## config.mk

```make
export PLATFORM = sky130hd
export DESIGN_NAME = mpwm_top
export DESIGN_NICKNAME = d
export VERILOG_FILES = /design/src/rtl/mpwm_pkg.sv /design/src/rtl/mpwm_reg_if.sv /design/src/rtl/mpwm_apb.sv /design/src/rtl/mpwm_top.sv
export VERILOG_INCLUDE_DIRS = /design/src /design/src/rtl
export SDC_FILE = /design/constraint.sdc
export NUM_CORES = 1
export LEC_CHECK = 0
export BUFFER_PORTS_ARGS = -buffer_cell sky130_fd_sc_hd__buf_2
export CAP_MARGIN = 20
export CORE_UTILIZATION = 40
export DETAILED_ROUTE_END_ITERATION = 10
export SYNTH_ARGS = -nofsm -noshare
export SYNTH_HDL_FRONTEND = slang
export SYNTH_SLANG_ARGS = --single-unit
```

## constraint.sdc

```tcl
create_clock -name pclk -period 2.4 [get_ports pclk]
set_input_delay 0.12 -clock pclk [delete_from_list [all_inputs] [get_ports pclk]]
set_output_delay 0.12 -clock pclk [all_outputs]
set_load 0.01 [all_outputs]
```

## src/rtl/mpwm_regs.svh

```systemverilog
// Register offsets, field positions and reset values of the multichannel PWM unit
`ifndef MPWM_REGS_SVH
`define MPWM_REGS_SVH

// APB byte addresses are four times the register index
`define MPWM_IDX_PERIOD_LOW 8'hd9
`define MPWM_IDX_CH0_LOW 8'hda
`define MPWM_IDX_CONTROL_ONE 8'hdc
`define MPWM_IDX_CH2_LOW 8'hdd
`define MPWM_IDX_CH6_LOW 8'hde
`define MPWM_IDX_BRAKE_LEVELS 8'hdf
`define MPWM_IDX_HIGH_BITS 8'he8
`define MPWM_IDX_CH_LOW_ODD 8'he9
`define MPWM_IDX_IRQ_STATUS 8'hea
`define MPWM_IDX_IRQ_MASK 8'heb
`define MPWM_IDX_BRAKE_CTL 8'hec
`define MPWM_IDX_CH4_LOW 8'hed

`define MPWM_BIT_RUN 7
`define MPWM_BIT_LOAD 6
`define MPWM_BIT_FLAG 5
`define MPWM_BIT_CLEAR 4

`define MPWM_RST_BYTE 8'h00
`define MPWM_RST_PERIOD 12'hfff
`define MPWM_CNT_W 12
`define MPWM_IRQ_PERIOD 0
`define MPWM_IRQ_LOAD 1

`endif

```

## src/rtl/mpwm_pkg.sv

```systemverilog
// Types shared by the multichannel PWM unit
package mpwm_pkg;
    typedef logic [11:0] mpwm_cnt_t;
    typedef logic [7:0] mpwm_byte_t;
    typedef enum logic [1:0] {
        MPWM_IDLE = 2'b00,
        MPWM_SETUP = 2'b01,
        MPWM_ACCESS = 2'b10
    } mpwm_apb_state_t;
endpackage : mpwm_pkg

```

## src/rtl/mpwm_reg_if.sv

```systemverilog
// Write strobe and read port bundle between the APB slave and the PWM core
`timescale 1ns/1ps
interface mpwm_reg_if;
    logic wr_en;
    logic [7:0] wr_idx;
    logic [7:0] wr_data;
    logic [7:0] rd_idx;
    logic [7:0] rd_data;
    logic rd_hit;
    modport slave (output wr_en, output wr_idx, output wr_data, output rd_idx,
        input rd_data, input rd_hit);
    modport core (input wr_en, input wr_idx, input wr_data, input rd_idx,
        output rd_data, output rd_hit);
endinterface : mpwm_reg_if

```

## src/rtl/mpwm_apb.sv

```systemverilog
// APB slave front end: zero wait state, errors on unmapped addresses
`timescale 1ns/1ps
module mpwm_apb (
    input wire logic pclk,
    input wire logic presetn,
    input wire logic psel,
    input wire logic penable,
    input wire logic pwrite,
    input wire logic [11:0] paddr,
    input wire logic [31:0] pwdata,
    input wire logic [3:0] pstrb,
    output logic [31:0] prdata,
    output logic pready,
    output logic pslverr,
    mpwm_reg_if.slave rif
);
    import mpwm_pkg::*;

    wire access = psel & penable;
    wire aligned = (paddr[1:0] == 2'b00) & (paddr[11:10] == 2'b00);
    wire [7:0] idx = paddr[9:2];
    wire good = aligned & rif.rd_hit;

    assign rif.rd_idx = idx;
    assign rif.wr_idx = idx;
    assign rif.wr_data = pwdata[7:0];
    // Only the low byte lane carries data; a write without it is ignored
    assign rif.wr_en = access & pwrite & good & pstrb[0];
    assign pready = 1'b1;
    assign pslverr = access & ~good;
    assign prdata = {24'h000000, (access & ~pwrite & good) ? rif.rd_data : 8'h00};
endmodule : mpwm_apb

```

## src/rtl/mpwm_top.sv

```systemverilog
// Multichannel PWM unit with APB registers, brake override and interrupt
//
// Functional notes
// - Run bit 7 of control one lets the counter count; clear holds it.
// - With load set, period and compares copy to working regs at underflow.
// - Hardware clears load once the transfer to working registers happened.
// - With load clear, buffered values never reach working registers.
// - Counter is 12 bits; its underflow is the reload and flag point.
// - Period flag bit 5 set on each underflow; only software clears it.
// - Writing clear bit resets counter to zero; bit then reads zero.
// - Bits 3-0 invert channels 6,4,2,0; one inverts.
// - During brake each output drives its own brake level bit.
// - Compare low bytes of channels 0, 2, 6 sit at DA, DD, DE.
// - Period low byte sits at D9 and feeds counter reload.
`timescale 1ns/1ps
`include "mpwm_regs.svh"
module mpwm_top (
    input wire logic pclk,
    input wire logic presetn,
    input wire logic psel,
    input wire logic penable,
    input wire logic pwrite,
    input wire logic [11:0] paddr,
    input wire logic [31:0] pwdata,
    input wire logic [3:0] pstrb,
    output logic [31:0] prdata,
    output logic pready,
    output logic pslverr,
    input wire logic brake_pin,
    output logic [7:0] pwm_out,
    output logic irq
);
    import mpwm_pkg::*;

    // ------------------------------------------------------------
    // Bus front end
    // ------------------------------------------------------------
    mpwm_reg_if rif ();

    mpwm_apb u_apb (
        .pclk(pclk),
        .presetn(presetn),
        .psel(psel),
        .penable(penable),
        .pwrite(pwrite),
        .paddr(paddr),
        .pwdata(pwdata),
        .pstrb(pstrb),
        .prdata(prdata),
        .pready(pready),
        .pslverr(pslverr),
        .rif(rif)
    );

    function automatic logic wr_to(input logic [7:0] idx);
        wr_to = rif.wr_en & (rif.wr_idx == idx);
    endfunction : wr_to

    // ------------------------------------------------------------
    // Software visible registers
    // ------------------------------------------------------------
    logic counter_run_ctl;
    logic load_pending;
    logic period_event_flag;
    logic [3:0] channel_invert_bit;
    mpwm_byte_t channel_brake_level;
    mpwm_cnt_t period_reload_value;
    mpwm_cnt_t channel_compare_value [8];
    mpwm_cnt_t work_compare [8];
    mpwm_cnt_t work_period;
    mpwm_cnt_t counter;
    logic [1:0] irq_status;
    logic [1:0] irq_mask;
    logic brake_sw;
    logic brake_en;
    logic [2:0] high_sel;

    // Pin input: three stages, a change counts once stages two and three agree
    logic [2:0] brake_sync;
    logic brake_seen;

    wire wr_ctl = wr_to(`MPWM_IDX_CONTROL_ONE);
    wire ctl_clear = wr_ctl & rif.wr_data[`MPWM_BIT_CLEAR];
    wire brake_active = brake_en & (brake_seen | brake_sw);

    // Down counter reaching zero is the underflow point
    wire underflow = counter_run_ctl & ~ctl_clear & (counter == 12'h000);

    // Transfer only while load is set, at underflow
    wire do_load = underflow & load_pending;

    // ------------------------------------------------------------
    // Control register one
    // ------------------------------------------------------------
    always_ff @(posedge pclk or negedge presetn) begin
        if (!presetn) begin
            counter_run_ctl <= 1'b0;
            channel_invert_bit <= 4'h0;
        end else if (wr_ctl) begin
            counter_run_ctl <= rif.wr_data[`MPWM_BIT_RUN];
            channel_invert_bit <= rif.wr_data[3:0];
        end
    end

    // Load clears itself after the transfer; a new write still wins
    always_ff @(posedge pclk or negedge presetn) begin
        if (!presetn) begin
            load_pending <= 1'b0;
        end else if (wr_ctl) begin
            load_pending <= rif.wr_data[`MPWM_BIT_LOAD];
        end else if (do_load) begin
            load_pending <= 1'b0;
        end
    end

    // Set by underflow, cleared only by writing zero; set wins
    always_ff @(posedge pclk or negedge presetn) begin
        if (!presetn) begin
            period_event_flag <= 1'b0;
        end else if (underflow) begin
            period_event_flag <= 1'b1;
        end else if (wr_ctl & ~rif.wr_data[`MPWM_BIT_FLAG]) begin
            period_event_flag <= 1'b0;
        end
    end

    // ------------------------------------------------------------
    // Buffered period and compare values
    // ------------------------------------------------------------
    wire wr_high = wr_to(`MPWM_IDX_HIGH_BITS);

    always_ff @(posedge pclk or negedge presetn) begin
        if (!presetn) begin
            period_reload_value <= `MPWM_RST_PERIOD;
            channel_brake_level <= `MPWM_RST_BYTE;
            brake_sw <= 1'b0;
            brake_en <= 1'b0;
            high_sel <= 3'h0;
            irq_mask <= 2'b00;
            for (int i = 0; i < 8; i++) begin
                channel_compare_value[i] <= 12'h000;
            end
        end else begin
            if (wr_to(`MPWM_IDX_PERIOD_LOW)) begin
                period_reload_value[7:0] <= rif.wr_data;
            end
            // Compare low bytes of the documented channels
            if (wr_to(`MPWM_IDX_CH0_LOW)) begin
                channel_compare_value[0][7:0] <= rif.wr_data;
            end
            if (wr_to(`MPWM_IDX_CH2_LOW)) begin
                channel_compare_value[2][7:0] <= rif.wr_data;
            end
            if (wr_to(`MPWM_IDX_CH6_LOW)) begin
                channel_compare_value[6][7:0] <= rif.wr_data;
            end
            if (wr_to(`MPWM_IDX_CH4_LOW)) begin
                channel_compare_value[4][7:0] <= rif.wr_data;
            end
            // Odd channel low byte goes to the channel picked by bits 6:5
            if (wr_to(`MPWM_IDX_CH_LOW_ODD)) begin
                channel_compare_value[{rif.wr_data[6:5], 1'b1}][7:0] <= {4'h0, rif.wr_data[3:0]};
            end
            // High nibble: bit 7 picks period, else bits 6:4 pick channel; bits 3:0 the value
            if (wr_high) begin
                high_sel <= rif.wr_data[6:4];
                if (rif.wr_data[7]) begin
                    period_reload_value[11:8] <= rif.wr_data[3:0];
                end else begin
                    channel_compare_value[rif.wr_data[6:4]][11:8] <= rif.wr_data[3:0];
                end
            end
            if (wr_to(`MPWM_IDX_BRAKE_LEVELS)) begin
                channel_brake_level <= rif.wr_data;
            end
            if (wr_to(`MPWM_IDX_BRAKE_CTL)) begin
                brake_en <= rif.wr_data[0];
                brake_sw <= rif.wr_data[1];
            end
            if (wr_to(`MPWM_IDX_IRQ_MASK)) begin
                irq_mask <= rif.wr_data[1:0];
            end
        end
    end

    // ------------------------------------------------------------
    // Counter and working registers
    // ------------------------------------------------------------
    always_ff @(posedge pclk or negedge presetn) begin
        if (!presetn) begin
            counter <= 12'h000;
            work_period <= `MPWM_RST_PERIOD;
            for (int i = 0; i < 8; i++) begin
                work_compare[i] <= 12'h000;
            end
        end else if (ctl_clear) begin
            counter <= 12'h000;
        end else if (underflow) begin
            // Reload; buffered values only move when load is set
            if (load_pending) begin
                counter <= period_reload_value;
                work_period <= period_reload_value;
                for (int i = 0; i < 8; i++) begin
                    work_compare[i] <= channel_compare_value[i];
                end
            end else begin
                counter <= work_period;
            end
        end else if (counter_run_ctl) begin
            counter <= counter - 12'h001;
        end
    end

    // ------------------------------------------------------------
    // Brake pin synchroniser
    // ------------------------------------------------------------
    always_ff @(posedge pclk or negedge presetn) begin
        if (!presetn) begin
            brake_sync <= 3'b000;
            brake_seen <= 1'b0;
        end else begin
            brake_sync <= {brake_sync[1:0], brake_pin};
            if (brake_sync[1] == brake_sync[2]) begin
                brake_seen <= brake_sync[2];
            end
        end
    end

    // ------------------------------------------------------------
    // Output stage
    // ------------------------------------------------------------
    logic [7:0] raw_out;
    logic [7:0] inv_mask;
    assign inv_mask = {1'b0, channel_invert_bit[3], 1'b0, channel_invert_bit[2],
        1'b0, channel_invert_bit[1], 1'b0, channel_invert_bit[0]};

    // Compare, then invert, then brake override
    always_comb begin
        for (int i = 0; i < 8; i++) begin
            raw_out[i] = (counter < work_compare[i]);
        end
    end

    always_ff @(posedge pclk or negedge presetn) begin
        if (!presetn) begin
            pwm_out <= 8'h00;
        end else if (brake_active) begin
            // Brake levels take over every channel
            pwm_out <= channel_brake_level;
        end else begin
            pwm_out <= raw_out ^ inv_mask;
        end
    end

    // ------------------------------------------------------------
    // Interrupts: sticky status, write one to clear, set wins
    // ------------------------------------------------------------
    wire wr_stat = wr_to(`MPWM_IDX_IRQ_STATUS);
    wire [1:0] irq_set = {do_load, underflow};

    always_ff @(posedge pclk or negedge presetn) begin
        if (!presetn) begin
            irq_status <= 2'b00;
        end else begin
            irq_status <= irq_set | (irq_status & ~(wr_stat ? rif.wr_data[1:0] : 2'b00));
        end
    end

    always_ff @(posedge pclk or negedge presetn) begin
        if (!presetn) begin
            irq <= 1'b0;
        end else begin
            irq <= |(irq_status & irq_mask);
        end
    end

    // ------------------------------------------------------------
    // Read mux
    // ------------------------------------------------------------
    always_comb begin
        rif.rd_hit = 1'b1;
        rif.rd_data = 8'h00;
        case (rif.rd_idx)
            `MPWM_IDX_PERIOD_LOW: rif.rd_data = period_reload_value[7:0];
            `MPWM_IDX_CH0_LOW: rif.rd_data = channel_compare_value[0][7:0];
            `MPWM_IDX_CONTROL_ONE: rif.rd_data = {counter_run_ctl, load_pending,
                period_event_flag, 1'b0, channel_invert_bit};
            `MPWM_IDX_CH2_LOW: rif.rd_data = channel_compare_value[2][7:0];
            `MPWM_IDX_CH6_LOW: rif.rd_data = channel_compare_value[6][7:0];
            `MPWM_IDX_CH4_LOW: rif.rd_data = channel_compare_value[4][7:0];
            `MPWM_IDX_BRAKE_LEVELS: rif.rd_data = channel_brake_level;
            `MPWM_IDX_HIGH_BITS: rif.rd_data = {1'b0, high_sel,
                channel_compare_value[high_sel][11:8]};
            `MPWM_IDX_CH_LOW_ODD: rif.rd_data = counter[7:0];
            `MPWM_IDX_IRQ_STATUS: rif.rd_data = {6'h00, irq_status};
            `MPWM_IDX_IRQ_MASK: rif.rd_data = {6'h00, irq_mask};
            `MPWM_IDX_BRAKE_CTL: rif.rd_data = {5'h00, brake_seen, brake_sw, brake_en};
            default: rif.rd_hit = 1'b0;
        endcase
    end
endmodule : mpwm_top

```

Word-level counts from Yosys, hierarchy flattened
Index checks and enable logic that the tools add are counted.

Input port bits: 54. Register bits: 265. Logic and storage cells: 143.

Bitwise gates (word level): 40. Eq/ne operators: 13. Reductions and logical operators: 13. $add $sub $neg: 1. Multiplexer cells: 29. Magnitude comparators: 13.

Operators by type and width (number): $mux W96 (3); $bwmux W96 (2); $eq A8 B8 Y1 const B (12); $lt A12 B12 Y1 (8); $pmux W8 S12 (1); $mux W12 (7); $demux W12 S3 (2); $mux W8 (7); $bmux W12 S3 (1); $and A1 B1 Y1 (27); $ge A4 B4 Y1 const B (3); $logic_not A12 Y1 (1); $not A3 Y4 (3); $reduce_or A12 Y1 (1); $sub A12 B1 Y12 const B (1); $lt A4 B1 Y1 const B (2); $xor A8 B7 Y8 (1); $mux W1 (5); $and A2 B2 Y2 (2); $logic_not A2 Y1 (2); $not A1 Y1 (4); $reduce_and A2 Y1 (2); $reduce_bool A2 Y1 (2); $reduce_and A3 Y1 (1); 8 further kinds (9).

Logic depth before layout (Yosys ltp)
Depth after elaboration: 14. Mapped depth: 10. Mapped depth without buffers: 8.

Cells and area by module
Synthesis repeated with hierarchy kept, for this count alone.

Cells, all modules: 1121. Area total of the unflattened synthesis: 12953.7 sq um.

By module, submodules not included: mpwm_top (cells each 1046, times used 1, sequential area each 5860.6 sq um, area an instance 12389.4 sq um); mpwm_apb (cells each 75, times used 1, sequential area each 0.0 sq um, area an instance 564.3 sq um).

Worst setup path after synthesis
OpenSTA, ideal clock, no wires.

Kind: reg2reg. From: register counter[0]. To: register work_compare[91] (netlist bit). Period minus slack after synthesis: 2.358 ns. Slack: 0.042 ns. Arrival: 2.230 ns. Cell stages (with the launch flop): 11. Required time: 2.273 ns. Cell sequence: dfrtp_1 clkbuf_1 inv_1 ha_1 and4bb_1 nand3b_1 nor4_4 nand3_2 buf_4 buf_6 mux2_1.

Word-level cells in the longest chain between the ends: 3.

Ends and longest elaborated chain: start: declaration (line mpwm_top.sv:71) `mpwm_cnt_t counter;`; start signal: assignment (line mpwm_top.sv:201) `counter <= period_reload_value;`; start signal: assignment (line mpwm_top.sv:207) `counter <= work_period;`; start signal: assignment (line mpwm_top.sv:210) `counter <= counter - 12'h001;`; $logic_not A12 Y1 (line mpwm_top.sv:87) `wire underflow = counter_run_ctl & ~ctl_clear & (counter == 12'h000);`; $and A1 B1 Y1 (line mpwm_top.sv:87); $reduce_and A3 Y1 (no source line); end signal: indexed assignment (line mpwm_top.sv:204) `work_compare[i] <= channel_compare_value[i];`; end: declaration (line mpwm_top.sv:69) `mpwm_cnt_t work_compare [8];`.

No other way between the ends. A chain may end at the register's enable or synchronous reset.

Worst setup path after layout
From: register high_sel[0]. To: output port prdata[1].

Word-level cells in the longest chain between the ends: 6.

Ends and longest elaborated chain: start: declaration (line mpwm_top.sv:76) `logic [2:0] high_sel;`; start signal: assignment (line mpwm_top.sv:166) `high_sel <= rif.wr_data[6:4];`; $not A3 Y4 (not written as such) (line mpwm_top.sv:293) `channel_compare_value[high_sel][11:8]};`; $bmux W12 S3 (line mpwm_top.sv:293); $mux W12 (not written as such) (2 in series) (line mpwm_top.sv:293); $pmux W8 S12 (line mpwm_top.sv:283) `case (rif.rd_idx)`; $mux W8 (line mpwm_apb.sv:31) `assign prdata = {24'h000000, (access & ~pwrite & good) ? rif.rd_data : 8'h00};`; end: declaration (line mpwm_top.sv:26) `output logic [31:0] prdata,`.

No other way between the ends. The select of a mux whose other input is x is not followed.

==> results.md <==
Global routing:
- The global-route wire length before repair is 51200 microns.
- Global routing consumed, over all layers together, 21.7% of the routing resources.
- For this run the aggregate overflow at the end of global routing stands at 0.
- The via count of the first global-routing pass is 8517.
- The number of antenna violations at the first check in global routing is 3.
- Entering global routing, the biggest net connects 72 pins.

Yosys:
- The count of different cell masters after synthesis is 68.
- After technology mapping, the gate count stands at 1062.
- The number of enable-type register cells in the synthesized netlist is 0.
- The average cell area after synthesis is 11.6 sq um.
- The mapped netlist covers 12400 sq um.
- For this run, asynchronously set or reset flops after synthesis account for 100%.
- The flip-flop and latch count after synthesis is 233.
- The count of synthesis-stage warnings from yosys is 0.
- Of the synthesized area, sequential elements account for 47.4%.
- The top flip-flop cell by instance count after synthesis is sky130_fd_sc_hd__dfrtp_1.

Clocking:
- The clock drives 233 sinks.
- In this run the number of H-tree levels came out at 1.
- Clock latency on the worst-skew pair, taken at its later pin, is 530 ps.
- The clock tree root driver cell is sky130_fd_sc_hd__clkbuf_16.
- The maximum clock path buffer count is 3.
- The TritonCTS clock tree is done.
- The clock-pin slew of the registers on the worst-case setup and hold paths is 60 ps.
- The number of buffers inserted during clock tree synthesis is 25.

Timing:
- In this run the tightest slew margin relative to its limit is 52.7%.
- Once routing completed, OpenROAD measured the worst setup slack at -88.4 ps.
- Of the available clock period, the critical path in the final layout requires 104%.
- Subtracting the final worst setup slack from the clock period gives 2490 ps.
- At the pin with the least slew margin, the transition time is 710 ps.
- The maximum clock frequency is 0.402 GHz.
- The count of pins over their slew limit is 0.
- On the final layout, the worst hold slack is 90.6 ps.
- The worst setup skew after layout is 8.34 ps.
- Setup repair after global routing could not meet its margin everywhere.
- The setup violation total in the final timing report is 3.
- The hold violation count in the final report was 0.

Setup path:
- The critical path launch point type is a flop.
- The setup check on the worst reg-to-reg path leaves a slack of 120 ps.
- The timing endpoint of the critical path is prdata[1].
- The source of the worst register-to-register timing path is counter[5].
- The critical path launch point is high_sel[0].
- For this design, the slowest cell found on the critical path is sky130_fd_sc_hd__mux4_2.
- The type of the worst setup path is flop to output pin.
- The biggest cell delay along the critical path is 530 ps.
- The number of cells traversed by the worst register-to-register path is 7.
- The type of element capturing the critical path is an output pin.
- The arrival time of data at the critical path endpoint is 2370 ps.
- The worst register-to-register path ends at pwm_out[3].
- Of all nets on the critical path, the largest fanout is 5.
- Walking the worst path, the cells encountered are buf_6, mux4_2, mux2i_4, o22ai_2, a21oi_1, nor2_1, buf_2.
- The data required time at the worst endpoint is 2280 ps.

Route:
- The aggregate routed wire length is 33100 microns.
- The number of vias per cell is 5.44.
- The number of remaining DRC errors is 0.
- In this run the remaining antenna-violating nets after routing total 0.
- The detailed-routing iteration count for the pre-antenna-repair pass is 6.
- After detailed routing, the average wire length per cell comes to 21.2 microns.
- The total vias in the final route is 8490.
- The count of routing violations after the opening detailed-route iteration is 499.

Layout:
- Compared with the post-synthesis result, the final layout area differs by 15.7%.
- The most frequent standard cell in the layout excluding fill and tap cells is sky130_fd_sc_hd__dfrtp_1.
- The net count reported at finish is 1273.
- The layout has 2838 filler cells.
- The library cells used most frequently in the layout, excluding fill and tap cells, are 204 x sky130_fd_sc_hd__dfrtp_1, 172 x sky130_fd_sc_hd__mux2_2, 77 x sky130_fd_sc_hd__inv_1.
- After the flow finishes, the layout carries non-filler instances totaling 1562.
- Of the cells placed in the final design, the portion with a size suffix greater than 1 is 33.7%.

Placed design:
- The number of placed cells counting well taps is 1511.
- At the placement stage, the worst setup path has a slack of -78.2 ps.
- Port buffering added 44 buffers.
- At the end of routability-driven placement, the weighted congestion stood at 0.947.
- The estimated wirelength of the detail-placed design is 23400 microns.

Job:
- The max-cap violation count is 0.

Floorplanning:
- The number of rows created at floorplan is 64.
- The die is 178 microns wide.
- The initial core utilization is 40.6%.
- The die height is 178 microns.
- The I/O pin total is 97.
- The die area is 31600 sq um.
- The area of the core is 30500 sq um.

Outcome:
- The flow ran to the end, but the final reports show violations.
- The final reports fail on negative setup slack.

Pwr:
- Across the VDD grid, the largest voltage drop is 451 uV.
- The total power density per cell area is 585 nW/um^2.
- For this design the static power due to leakage is 0.00663 uW.

Worst hold path:
- The path category of the worst min-delay check is input pin to flop.
## cell type report
type	instances	area, sq um	area share (%)
Tap cell	396	495	3.46
Multi-Input combinational cell	698	5940	41.5
Sequential cell	233	5870	41.0
Antenna cell	1	2.50	0.0175
Clock inverter	13	180	1.26
Clock buffer	33	716	5.00
Timing Repair Buffer	111	821	5.73
Inverter	77	289	2.02
## stage by stage
stage                     instance area [sq um]  setup TNS [ps]  utilization, %  power, uW
after global placement                    13300           -90.8            43.6       4290
after global routing                      14300            -452            46.9       8650
after detailed placement                  13300            -137            43.6       4300
final                                     14300            -228            46.9       8380
after CTS                                 14300            -319            46.8       8460
after floorplan                           12500               0               -       4130
## flip-flops by register name (all words and copies together), names as in the netlist, 2 cells and up
name and count:
brake_sync 3, channel_brake_level 8, channel_compare_value 80, channel_invert_bit 4, counter 12, high_sel 3
irq_mask 2, irq_status 2, period_reload_value 12, pwm_out 8, work_compare 80, work_period 12
## power breakdown
part	internal, uW	leakage [uW]	switching [uW]
Combinational	64.9	0.00310	221
Clock	2530	0.000435	1620
Sequential	3940	0.00310	4.30
## cells in the mapped netlist, drive strengths merged, types with 17 or more instances
cell type	n	share of area, %
mux2i	18	1.5
nand2	49	1.5
or3	17	0.98
mux2	202	19
ha	73	7.4
nor3	18	0.77
dfrtp	209	42
buf	45	2.5
o21ai	39	1.6
nand3	19	0.81
inv	77	2.3
dfstp	24	5.1
clkbuf	32	0.97
nor2	44	1.4
a21oi	47	1.9
## what timing repair did
| action | CTS | global route |
|---|---|---|
| pin swaps | 2 | 2 |
| cloned | 0 | 0 |
| hold buffers | 2 | 0 |
| endpoints found under the setup margin | 10 | 105 |
| endpoints found under the hold margin | 69 | 0 |
| gates resized for setup | 11 | 15 |
| setup buffers | 1 | 1 |
## worst min path at each step
stage / from / to / slack [ps] / depth (start not counted)
2_1_floorplan: presetn / brake_en / -180 / 0
3_3_place_gp: presetn / work_compare[13] / 120 / 1
3_5_place_dp: presetn / work_compare[13] / 120 / 1
4_1_cts: pwdata[7] / period_reload_value[7] / 100 / 2
5_1_grt: pwdata[7] / channel_compare_value[67] / 90 / 2
6_report: pwdata[7] / channel_compare_value[67] / 90 / 2
## metal layers
| layer | wire length [microns] | vias to the layer above | GRT usage, % |
|---|---|---|---|
| met5 | 8 | - | 0 |
| met4 | 1010 | 2 | 5.80 |
| met3 | 1960 | 59 | 4.37 |
| met2 | 15200 | 248 | 35.1 |
| met1 | 15000 | 4251 | 29.5 |
| li1 | - | 3930 | - |
## worst max-delay path: cells and delay by family, from the launching register on
| kind | cells | cell delay [ps] |
|---|---|---|
| simple gates | 1 | 80 |
| buf+inv | 2 | 310 |
| compound gates | 2 | 250 |
| mux | 2 | 750 |
| flops | 1 | 450 |
## cells by family after synthesis
group / Yosys count / synth area share, %
AND/OR/NAND/NOR: 199 / 8.55
other: 2 / 0.0607
flip-flops: 233 / 47.4
adder cells (fa/ha/maj): 74 / 7.46
buffers and inverters: 154 / 5.84
XOR/XNOR: 4 / 0.283
multiplexers: 228 / 21.5
AO/OA/AOI/OAI: 168 / 8.90
(Power assumes the default switching activity.)
